[config.mk]
export PLATFORM = sky130hd
export DESIGN_NAME = cia_channel
export DESIGN_NICKNAME = d
export VERILOG_FILES = /design/src/include/cia_pkg.sv /design/src/logic/cia_channel.sv
export VERILOG_INCLUDE_DIRS = /design/src /design/src/include
export SDC_FILE = /design/constraint.sdc
export NUM_CORES = 1
export LEC_CHECK = 0
export BUFFER_PORTS_ARGS = -buffer_cell sky130_fd_sc_hd__buf_2
export CAP_MARGIN = 20
export CORE_ASPECT_RATIO = 2
export CORE_MARGIN = 1
export CORE_UTILIZATION = 45
export DETAILED_ROUTE_END_ITERATION = 7
export PLACE_DENSITY_LB_ADDON = 0.05
export SYNTH_ARGS = -nofsm -noshare
export SYNTH_HDL_FRONTEND = slang
export SYNTH_SLANG_ARGS = --single-unit
[constraint.sdc]
create_clock -name clk_i -period 4 [get_ports clk_i]
set_input_delay 0.4 -clock clk_i [delete_from_list [all_inputs] [get_ports clk_i]]
set_output_delay 0.4 -clock clk_i [all_outputs]
set_load 0.005 [all_outputs]
[src/include/cia_consts.svh]
// offsets, field positions, reset values and timing counts of the char input channel
`ifndef CIA_CONSTS_SVH
`define CIA_CONSTS_SVH
// register byte addresses
`define CIA_REG_CTRL    5'h00
`define CIA_REG_STATUS  5'h04
`define CIA_REG_WORD    5'h08
`define CIA_REG_WCNT    5'h0C
`define CIA_REG_ACNT    5'h10
// control fields
`define CIA_CTRL_CODE_LSB  0
`define CIA_CTRL_CPW_LSB   6
`define CIA_CTRL_ILV_BIT   8
// status fields
`define CIA_ST_ERR_BIT     0
`define CIA_ST_RDY_BIT     1
`define CIA_ST_ACT_BIT     2
`define CIA_ST_GAP_BIT     3
`define CIA_ST_DONE_BIT    4
`define CIA_ST_SIZE_LSB    5
`define CIA_ST_FF_LSB      7
// unit address codes
`define CIA_CODE_OFF       6'h00
`define CIA_CODE_OFF_DIR   6'h20
`define CIA_CODE_PT1       6'h04
`define CIA_CODE_PT2       6'h05
`define CIA_UA_DIR_BIT     5
`define CIA_UA_TAPE_BIT    3
// reset values
`define CIA_RST_CPW        2'h0
// timing: one machine cycle, and where T8 falls in it
`define CIA_CLK_NS         20
`define CIA_MCYC_NS        80
`define CIA_MCYC_CLKS      (`CIA_MCYC_NS / `CIA_CLK_NS)
`define CIA_T8_PHASE       (`CIA_MCYC_CLKS / 2)
`endif

[src/include/cia_pkg.sv]
// types shared by the char input channel
package cia_pkg;
  // character size, gray along 6 -> 12 -> 24
  typedef enum logic [1:0] {
    CIA_SZ6  = 2'h0,
    CIA_SZ12 = 2'h1,
    CIA_SZ24 = 2'h3
  } cia_size_e;
endpackage : cia_pkg

[src/logic/cia_channel.sv]
// character-serial input channel with word assembly and wishbone registers
//
// How it works
// - a 24-bit word assembly register hands whole words to the processor
// - characters are 6, 12 or 24 bits plus parity; four, two or one per word
// - at most one size line asserted; none asserted means 6-bit characters
// - transfers are paced by the peripheral character clock and by the processor taking each word
// - unit codes 00 and 40 both disconnect the channel
// - code 40 keeps the direction bit set; code 00 clears it
// - remaining 62 codes split by direction bit into 31 input, 31 output
// - magnetic tape bit selects a modified terminate condition
// - paper-tape input with all-zero data and parity raises gap indication
// - interlace: word counter down per word, address counter up per access
// - init command loads unit address and presets character counter
// - unit address outputs are all false while the channel is inactive
// - active-low data lines are inverted before strobing
// - odd parity checked after strobe; mismatch sets readable error flag
// - clock idles high; low sets clock-detect at T8 with precess clear
// - input data strobed while clock-detect set, precess clear, input direction
// - precess set at T0 after clock returns high with clock-detect set
// - at T8 with precess and buffer ready, shift flip-flop sets
// - after shift, T0 clears shift, precess, clock-detect and char register together
// - buffer ready is false while processor has not taken previous word
// - full word clears buffer-full; an early word read stalls until then
// - a new clock before the previous character shifted sets error
`timescale 1ns/10ps
`include "cia_consts.svh"

module cia_channel
  import cia_pkg::*;
#(
  parameter int MCYC = `CIA_MCYC_CLKS  // clocks per machine cycle
) (
  input  wire logic        clk_i,            // 50 MHz system clock
  input  wire logic        rst_i,            // synchronous reset, active high
  // wishbone classic slave
  input  wire logic        cyc_i,            // bus cycle
  input  wire logic        stb_i,            // strobe
  input  wire logic        we_i,             // write enable
  input  wire logic [4:2]  adr_i,            // word address
  input  wire logic [3:0]  sel_i,            // byte selects
  input  wire logic [31:0] dat_i,            // write data
  output logic      [31:0] dat_o,            // read data
  output logic             ack_o,            // acknowledge
  // peripheral link
  input  wire logic        char_clk_i,       // character clock, idles high
  input  wire logic [23:0] char_in_n_i,      // data lines, active low
  input  wire logic        parity_in_n_i,    // parity line, active low
  input  wire logic        size12_i,         // 12-bit size select
  input  wire logic        size24_i,         // 24-bit size select
  input  wire logic        parity_inh_n_i,   // low disables parity check
  output logic      [5:0]  unit_addr_o       // unit address lines
);

  localparam int PW = 29;  // synchronised pin bits
  localparam int T8P = MCYC / 2;

  // three-stage pin synchroniser with agreement filter
  // stage one may go metastable, so nothing but stage two reads it
  logic [PW-1:0] pin_s1;
  logic [PW-1:0] pin_s2;
  logic [PW-1:0] pin_s3;
  logic [PW-1:0] pin_f;
  wire  [PW-1:0] pin_raw = {parity_inh_n_i, size24_i, size12_i,
                            parity_in_n_i, char_in_n_i, char_clk_i};
  wire  [PW-1:0] pin_agree = ~(pin_s2 ^ pin_s3);

  always_ff @(posedge clk_i) begin
    pin_s1 <= pin_raw;
    pin_s2 <= pin_s1;
    pin_s3 <= pin_s2;
  end

  // a bit follows only once stages two and three agree
  // a one-cycle glitch never reaches the sequence, at the price of one
  // more clock of latency on every link line
  always_ff @(posedge clk_i) begin
    if (rst_i) begin
      pin_f <= {1'b1, 2'b00, 1'b1, 24'hFFFFFF, 1'b1};  // idle levels: no false clock or size after reset
    end else begin
      pin_f <= (pin_s3 & pin_agree) | (pin_f & ~pin_agree);
    end
  end

  wire        clk_low   = ~pin_f[0];
  wire [23:0] data_true = ~pin_f[24:1];
  wire        par_true  = ~pin_f[25];
  wire        sz12      = pin_f[26];
  wire        sz24      = pin_f[27];
  wire        par_en    = pin_f[28];

  // character size from the link lines
  cia_size_e size;
  assign size = sz24 ? CIA_SZ24 : (sz12 ? CIA_SZ12 : CIA_SZ6);

  // machine cycle divider giving T0 and T8 pulses
  // every sequence step but the data strobe waits for one of these pulses,
  // so the clock line is looked at once per phase; a clock phase shorter than one
  // machine cycle can be missed altogether; the synchroniser delay only shifts it
  logic [7:0] phase;
  wire        last_ph = (phase == 8'(MCYC - 1));
  wire        t0      = (phase == 8'h00);
  wire        t8      = (phase == 8'(T8P));

  always_ff @(posedge clk_i) begin
    if (rst_i || last_ph) begin
      phase <= 8'h00;
    end else begin
      phase <= phase + 8'h01;
    end
  end

  // channel state
  logic [5:0]  unit_address_register;
  logic        active;
  logic [1:0]  cpw;
  logic        ilv;
  logic [1:0]  char_cnt;
  logic        clock_detect_ff;
  logic        precess_detect_ff;
  logic        shift_control_ff;
  logic [23:0] single_character_register;
  logic        char_par;
  logic [23:0] word_assembly_register;
  logic        word_ready;
  logic        err;
  logic        gap;
  logic        done;
  logic [14:0] word_cnt;
  logic [14:0] addr_cnt;

  wire direction_bit  = unit_address_register[`CIA_UA_DIR_BIT];
  wire tape_unit_bit  = unit_address_register[`CIA_UA_TAPE_BIT];
  wire is_input       = active & ~direction_bit;
  wire shift_gate_term = is_input;
  wire buffer_full_flag = ~word_ready;

  // characters per word, clipped to what the size allows
  // used at init and again at every word reload, so one decoder serves both
  function automatic logic [1:0] cia_cpw_max(input cia_size_e s,
                                             input logic [1:0] want);
    logic [1:0] lim;
    lim = 2'h3;
    if (s == CIA_SZ12) begin
      lim = 2'h1;
    end else if (s == CIA_SZ24) begin
      lim = 2'h0;
    end
    cia_cpw_max = (want > lim) ? lim : want;
  endfunction : cia_cpw_max

  // size-masked view of the data lines
  // bits above the selected size never reach the char register
  wire [23:0] size_mask = (size == CIA_SZ24) ? 24'hFFFFFF :
                          (size == CIA_SZ12) ? 24'h000FFF : 24'h00003F;
  wire [23:0] char_now  = data_true & size_mask;

  // odd parity and gap tests on the held character
  // judged as precess sets, in the last cycle the register still follows the lines
  wire par_bad   = ~(^{single_character_register, char_par});
  wire all_zero  = (single_character_register == 24'h000000) & ~char_par;
  wire pt_code   = (unit_address_register == `CIA_CODE_PT1) |
                   (unit_address_register == `CIA_CODE_PT2);

  // sequence events
  // clock-detect, precess and shift advance in that order, each on its own
  // pulse; the character waits in the char register from precess until the
  // shift, which itself waits while the previous word is still untaken
  wire set_cd   = is_input & ~precess_detect_ff & clk_low & t8;
  wire strobe   = is_input & clock_detect_ff & ~precess_detect_ff;
  wire set_pr   = is_input & clock_detect_ff & ~precess_detect_ff &
                  ~clk_low & t0;
  wire set_sh   = precess_detect_ff & ~shift_control_ff & buffer_full_flag &
                  shift_gate_term & t8;
  wire end_sh   = shift_control_ff & t0;
  wire rate_err = precess_detect_ff & ~shift_control_ff & clk_low & t8 &
                  is_input;
  wire late_err = precess_detect_ff & ~shift_control_ff & word_ready &
                  shift_gate_term & t8;

  // wishbone decode
  // writes never wait; only a word read can stretch a cycle, and only while
  // an input unit is addressed, so a read of an idle channel cannot hang
  wire req      = cyc_i & stb_i;
  wire a_ctrl   = ({adr_i, 2'b00} == `CIA_REG_CTRL);
  wire a_stat   = ({adr_i, 2'b00} == `CIA_REG_STATUS);
  wire a_word   = ({adr_i, 2'b00} == `CIA_REG_WORD);
  wire a_wcnt   = ({adr_i, 2'b00} == `CIA_REG_WCNT);
  wire a_acnt   = ({adr_i, 2'b00} == `CIA_REG_ACNT);
  wire any_sel  = |sel_i;
  // a word read waits for a full word while input is running
  wire word_rd  = req & ~we_i & a_word;
  wire stall    = word_rd & is_input & ~word_ready;
  wire take     = req & ~ack_o & ~stall;
  wire wr       = take & we_i & any_sel;
  wire wr_ctrl  = wr & a_ctrl;
  wire wr_stat  = wr & a_stat;
  wire wd_take  = take & word_rd & word_ready;
  wire [5:0] new_code = dat_i[`CIA_CTRL_CODE_LSB +: 6];
  wire new_off  = (new_code == `CIA_CODE_OFF) |
                  (new_code == `CIA_CODE_OFF_DIR);

  // interlace terminate: tape stays addressed, others disconnect
  wire last_wd  = wd_take & ilv & (word_cnt == 15'h0001);
  wire term_off = last_wd & ~tape_unit_bit;

  // ack one cycle, dropped the cycle after
  // one wait state on every access keeps the read path registered
  always_ff @(posedge clk_i) begin
    if (rst_i) begin
      ack_o <= 1'b0;
    end else begin
      ack_o <= take;
    end
  end

  // read data mux
  // unmapped offsets read as zero and ignore writes
  wire [31:0] stat_word = {22'h0, shift_control_ff, precess_detect_ff,
                           clock_detect_ff, size, done, gap, active,
                           word_ready, err};
  wire [31:0] rd_mux = a_ctrl ? {23'h0, ilv, cpw, unit_address_register} :
                       a_stat ? stat_word :
                       a_word ? {8'h00, word_assembly_register} :
                       a_wcnt ? {17'h0, word_cnt} :
                       a_acnt ? {17'h0, addr_cnt} : 32'h0;

  always_ff @(posedge clk_i) begin
    if (rst_i) begin
      dat_o <= 32'h0;
    end else if (take && !we_i) begin
      dat_o <= rd_mux;
    end
  end

  // unit address register and activity
  always_ff @(posedge clk_i) begin
    if (rst_i) begin
      unit_address_register <= 6'h00;
      active <= 1'b0;
      cpw    <= `CIA_RST_CPW;
      ilv    <= 1'b0;
    end else if (wr_ctrl) begin
      unit_address_register <= new_code;
      active <= ~new_off;
      cpw    <= dat_i[`CIA_CTRL_CPW_LSB +: 2];
      ilv    <= dat_i[`CIA_CTRL_ILV_BIT];
    end else if (term_off) begin
      unit_address_register <= 6'h00;
      active <= 1'b0;
    end
  end

  // lines stay false while inactive, even after code 40
  // registered, so the peripheral decodes an address free of glitches
  always_ff @(posedge clk_i) begin
    if (rst_i) begin
      unit_addr_o <= 6'h00;
    end else begin
      unit_addr_o <= active ? unit_address_register : 6'h00;
    end
  end

  // clock-detect, precess and shift flip-flops
  // an init write or a disconnect clears them, so a character cut off
  // mid-way leaves nothing half taken behind
  always_ff @(posedge clk_i) begin
    if (rst_i || wr_ctrl || !active) begin
      clock_detect_ff   <= 1'b0;
      precess_detect_ff <= 1'b0;
      shift_control_ff  <= 1'b0;
    end else if (end_sh) begin
      clock_detect_ff   <= 1'b0;
      precess_detect_ff <= 1'b0;
      shift_control_ff  <= 1'b0;
    end else begin
      if (set_cd) begin
        clock_detect_ff <= 1'b1;
      end
      if (set_pr) begin
        precess_detect_ff <= 1'b1;
      end
      if (set_sh) begin
        shift_control_ff <= 1'b1;
      end
    end
  end

  // character register: follows lines until precess, cleared after shift
  always_ff @(posedge clk_i) begin
    if (rst_i || end_sh || wr_ctrl) begin
      single_character_register <= 24'h000000;
      char_par <= 1'b0;
    end else if (strobe) begin
      single_character_register <= char_now;
      char_par <= par_true;
    end
  end

  // word assembly: shift new character in at the low end
  // the word restarts from zero, so a short word carries no old bits
  wire [23:0] war_next = (size == CIA_SZ24) ? single_character_register :
                         (size == CIA_SZ12) ?
                           {word_assembly_register[11:0], single_character_register[11:0]} :
                           {word_assembly_register[17:0], single_character_register[5:0]};
  wire last_char = (char_cnt == 2'h0);

  always_ff @(posedge clk_i) begin
    if (rst_i) begin
      word_assembly_register <= 24'h000000;
    end else if (end_sh) begin
      word_assembly_register <= war_next;
    end else if (wr_ctrl || wd_take) begin
      word_assembly_register <= 24'h000000;
    end
  end

  // character counter and word-ready; ready means buffer-full cleared
  // a reload re-clips the stored count to the size now on the lines
  always_ff @(posedge clk_i) begin
    if (rst_i) begin
      char_cnt   <= `CIA_RST_CPW;
      word_ready <= 1'b0;
    end else if (wr_ctrl) begin
      char_cnt   <= cia_cpw_max(size, dat_i[`CIA_CTRL_CPW_LSB +: 2]);
      word_ready <= 1'b0;
    end else if (end_sh) begin
      char_cnt   <= last_char ? cia_cpw_max(size, cpw) : char_cnt - 2'h1;
      word_ready <= last_char;
    end else if (wd_take) begin
      word_ready <= 1'b0;
    end
  end

  // sticky flags; a hardware set wins over a software clear
  // err is shared by parity, rate and late-read faults, so software
  // cannot tell them apart from the flag alone
  wire st_clr_err  = wr_stat & dat_i[`CIA_ST_ERR_BIT];
  wire st_clr_gap  = wr_stat & dat_i[`CIA_ST_GAP_BIT];
  wire st_clr_done = wr_stat & dat_i[`CIA_ST_DONE_BIT];
  wire set_perr    = set_pr & par_en & par_bad;
  wire set_gap     = set_pr & pt_code & all_zero;
  wire set_err     = set_perr | rate_err | late_err;

  always_ff @(posedge clk_i) begin
    if (rst_i) begin
      err  <= 1'b0;
      gap  <= 1'b0;
      done <= 1'b0;
    end else begin
      err  <= set_err | (err & ~st_clr_err);
      gap  <= set_gap | (gap & ~st_clr_gap);
      done <= last_wd | (done & ~st_clr_done);
    end
  end

  // interlace counters: down per word, up per memory access
  // one bus access per cycle, so a load and a count never meet
  always_ff @(posedge clk_i) begin
    if (rst_i) begin
      word_cnt <= 15'h0000;
      addr_cnt <= 15'h0000;
    end else if (wr & a_wcnt) begin
      word_cnt <= dat_i[14:0];
    end else if (wr & a_acnt) begin
      addr_cnt <= dat_i[14:0];
    end else if (wd_take && ilv) begin
      word_cnt <= word_cnt - 15'h0001;
      addr_cnt <= addr_cnt + 15'h0001;
    end
  end

endmodule : cia_channel

==> metrics <==
DR DRC count 0; Seq/Total Area, Yosys 52.26%; share of the synthesized area in the top cell type 52.26%; Vert. Die Dim 209.5 um; Total Power 0.005203 W; Hold Path Class in2reg; WL/cell 17.28 um; CP max FO 27; synthesis-stage register bit count 253; die width ~110 um; Num CTS Buffers 23; vias 7,559; final setup vio count 0; drt first pass iters 4; Leak 4.395 nW; Slew Limit Headroom 36.34%; CTS H-Tree Depth 1; Starting Density a little under half; hold depth 3; Total GRT Usage 22.48%; Area Growth Syn to Fin 18.18%; achievable clock frequency between 0.3 and 0.4 GHz; clock root buffer clkbuf_16; status completed; Netlist Area Pre-Place 9692 um^2; Total Negative Setup Slacks 0 ns; Final Max Tran Viols 0; CP cell instances nor4_1 > and4_1 > buf_4 > or3_1 > nor2_1 > o21a_1; CTS clock-pin slew for the worst setup and hold paths around 0.070 ns; Cells after Synth 1,042; RSZ-0062 raised after global routing no; largest cells by area after synthesis dfxtp_1, nor2_1, a21oi_1; Ant. Diodes 0; initial antenna violation count 0; largest net degree at the start of global routing 72; Setup CP Type reg2reg; Crit-path slowest cell or3_1; Synth cell types 57; power per cell area 454.3 nW/um^2; synthesized area per cell between 9 and 10 um^2; max_cap viols 0; Post-CTS Setup Repair Bufs 0; Starting DRT DRC Count 418; total grt overflow 0; Startpoint Class flip-flop; critical path arrival roughly 3 ns; Clock Tree Buf Depth 3; asr flop ratio synth 0%; vias in the first global route 7,339; Final Hold Fails 0; nets ~1,200; clk_lat worst skew 0.54 ns; IO Count 112; first-pass GRT wire length 38,820 um; Post-DRT Antenna Nets 0; clock tree from TritonCTS built; Max IR drop VDD 0.3399 mV; ys flop type dfxtp_1; Placer Congestion 0.8472; Crit. End Element flip-flop; DIE AREA 22,160 um^2; Fillers 1,979; FP Rows 75; area leader, netlist dfxtp_1; clk sinks ~250; Final period util 64.61%; IO buf count 86; share of cells above drive strength 1 between 10% and 20%; Via density 5.301; critical path required time 4.41 ns; Core Area 21,020 um^2; Crit path largest cell delay around 0.78 ns; DP HPWL 17,300 um; synth warn 0; Post-synth EDFFs 0; cts repair resizes 0; Hold Slack 0.1387 ns; final wirelength 24,640 um; minimum clock period 2.585 ns; r2r worst-path depth 6; Worst-Margin Slew 0.9550 ns; Worst Skew ~0.026 ns
per-layer routing:
layer | up-vias | wire (um) | GRT usage, %
li1 | 3813 | - | -
met1 | 3546 | 9704 | 24.09
met2 | 146 | 13220 | 42.93
met3 | 54 | 791 | 2.764
met4 | 0 | 922 | 10.20
met5 | - | 0 | 0
placed cells by master (no fill, tap or decap), drive strengths merged, types with 27 or more instances in the layout:
master and instances:
a211oi 41, a21oi 87, a22oi 32, buf 106
clkbuf 27, dfxtp 253, dlygate4sd3 29, mux2i 29
nand2 77, nor2 154, nor3 32, o21bai 27
xnor2 34
path summary, 6_finish.rpt:
path	from	to	slack, ns
worst max-delay path	phase[2]	precess_detect_ff	1.42
worst min-delay path	dat_i[8]	ilv	0.14
worst max register to register	phase[2]	precess_detect_ff	1.42
worst min register to register	pin_s1[24]	pin_s2[24]	0.31
where the power goes:
part	switching, W	total [W]	leakage, nW	internal [W]
clock	0.000991	0.00231	0.379	0.00132
sequential	0.0000453	0.00264	2.08	0.00260
combinational	0.000144	0.000250	1.94	0.000106
total	0.00118	0.00520	4.39	0.00402
synth_stat cells (6+ instances only):
cell type and n:
dfxtp_1 253, nor2_1 154, a21oi_1 87, nand2_1 77, clkbuf_1 45, a211oi_1 39, xnor2_1 34, a22oi_1 32
mux2i_1 29, nor3_1 29, o21bai_1 27, inv_1 22, o21ai_0 22, xor2_1 20, or3_1 17, ha_1 12
nand2b_1 10, nor4_1 10, a21o_1 9, buf_4 9, nand3_1 9, nand4_1 8, o221ai_1 8, and2_1 6
buf_1 6, buf_2 6, nand3b_1 6
kinds of logic after synthesis:
| group | synth area share (%) |
|---|---|
| buf+inv | 4.002 |
| flops | 52.26 |
| simple gates | 17.67 |
| mux | 3.111 |
| xor+xnor | 5.345 |
| compound gates | 16.02 |
| fa+ha+maj | 1.549 |
| other cells | 0.03869 |
stage by stage:
stage | cells | worst slack, ns | cell area [um^2] | util (%)
2_1_floorplan | 1049 | 1.652 | 9718 | -
3_3_place_gp | 1355 | 1.184 | 10340 | 49.21
3_5_place_dp | 1355 | 1.157 | 10340 | 49.21
4_1_cts | 1425 | 1.357 | 11430 | 54.36
5_1_grt | 1426 | 1.171 | 11450 | 54.49
6_report | 1426 | 1.415 | 11450 | 54.49
timing repair:
action | 4_1_cts | 5_1_grt
hold buffers | 29 | 0
setup endpoints to repair | 0 | 0
hold endpoints to repair | 29 | 0
critical path, delay by kind of cell (launching register included):
family                 cells  cell delay [ns]
DFF                        1             0.35
buffers and inverters      1             0.26
and+or+nand+nor            4             1.71
AOI/OAI and AO/OA          1             0.14
area by class of cell:
class	instances	area, um^2	share of cell area [%]
inverters	22	82.58	0.7210
flip-flops and latches	253	5065	44.22
multi-input cells	706	4285	37.42
clock buffers	27	620.6	5.418
clock inverters	14	170.2	1.486
well taps	269	336.6	2.939
repair buffers	135	893.4	7.800
Note: power is estimated with default switching activity, not from simulation.
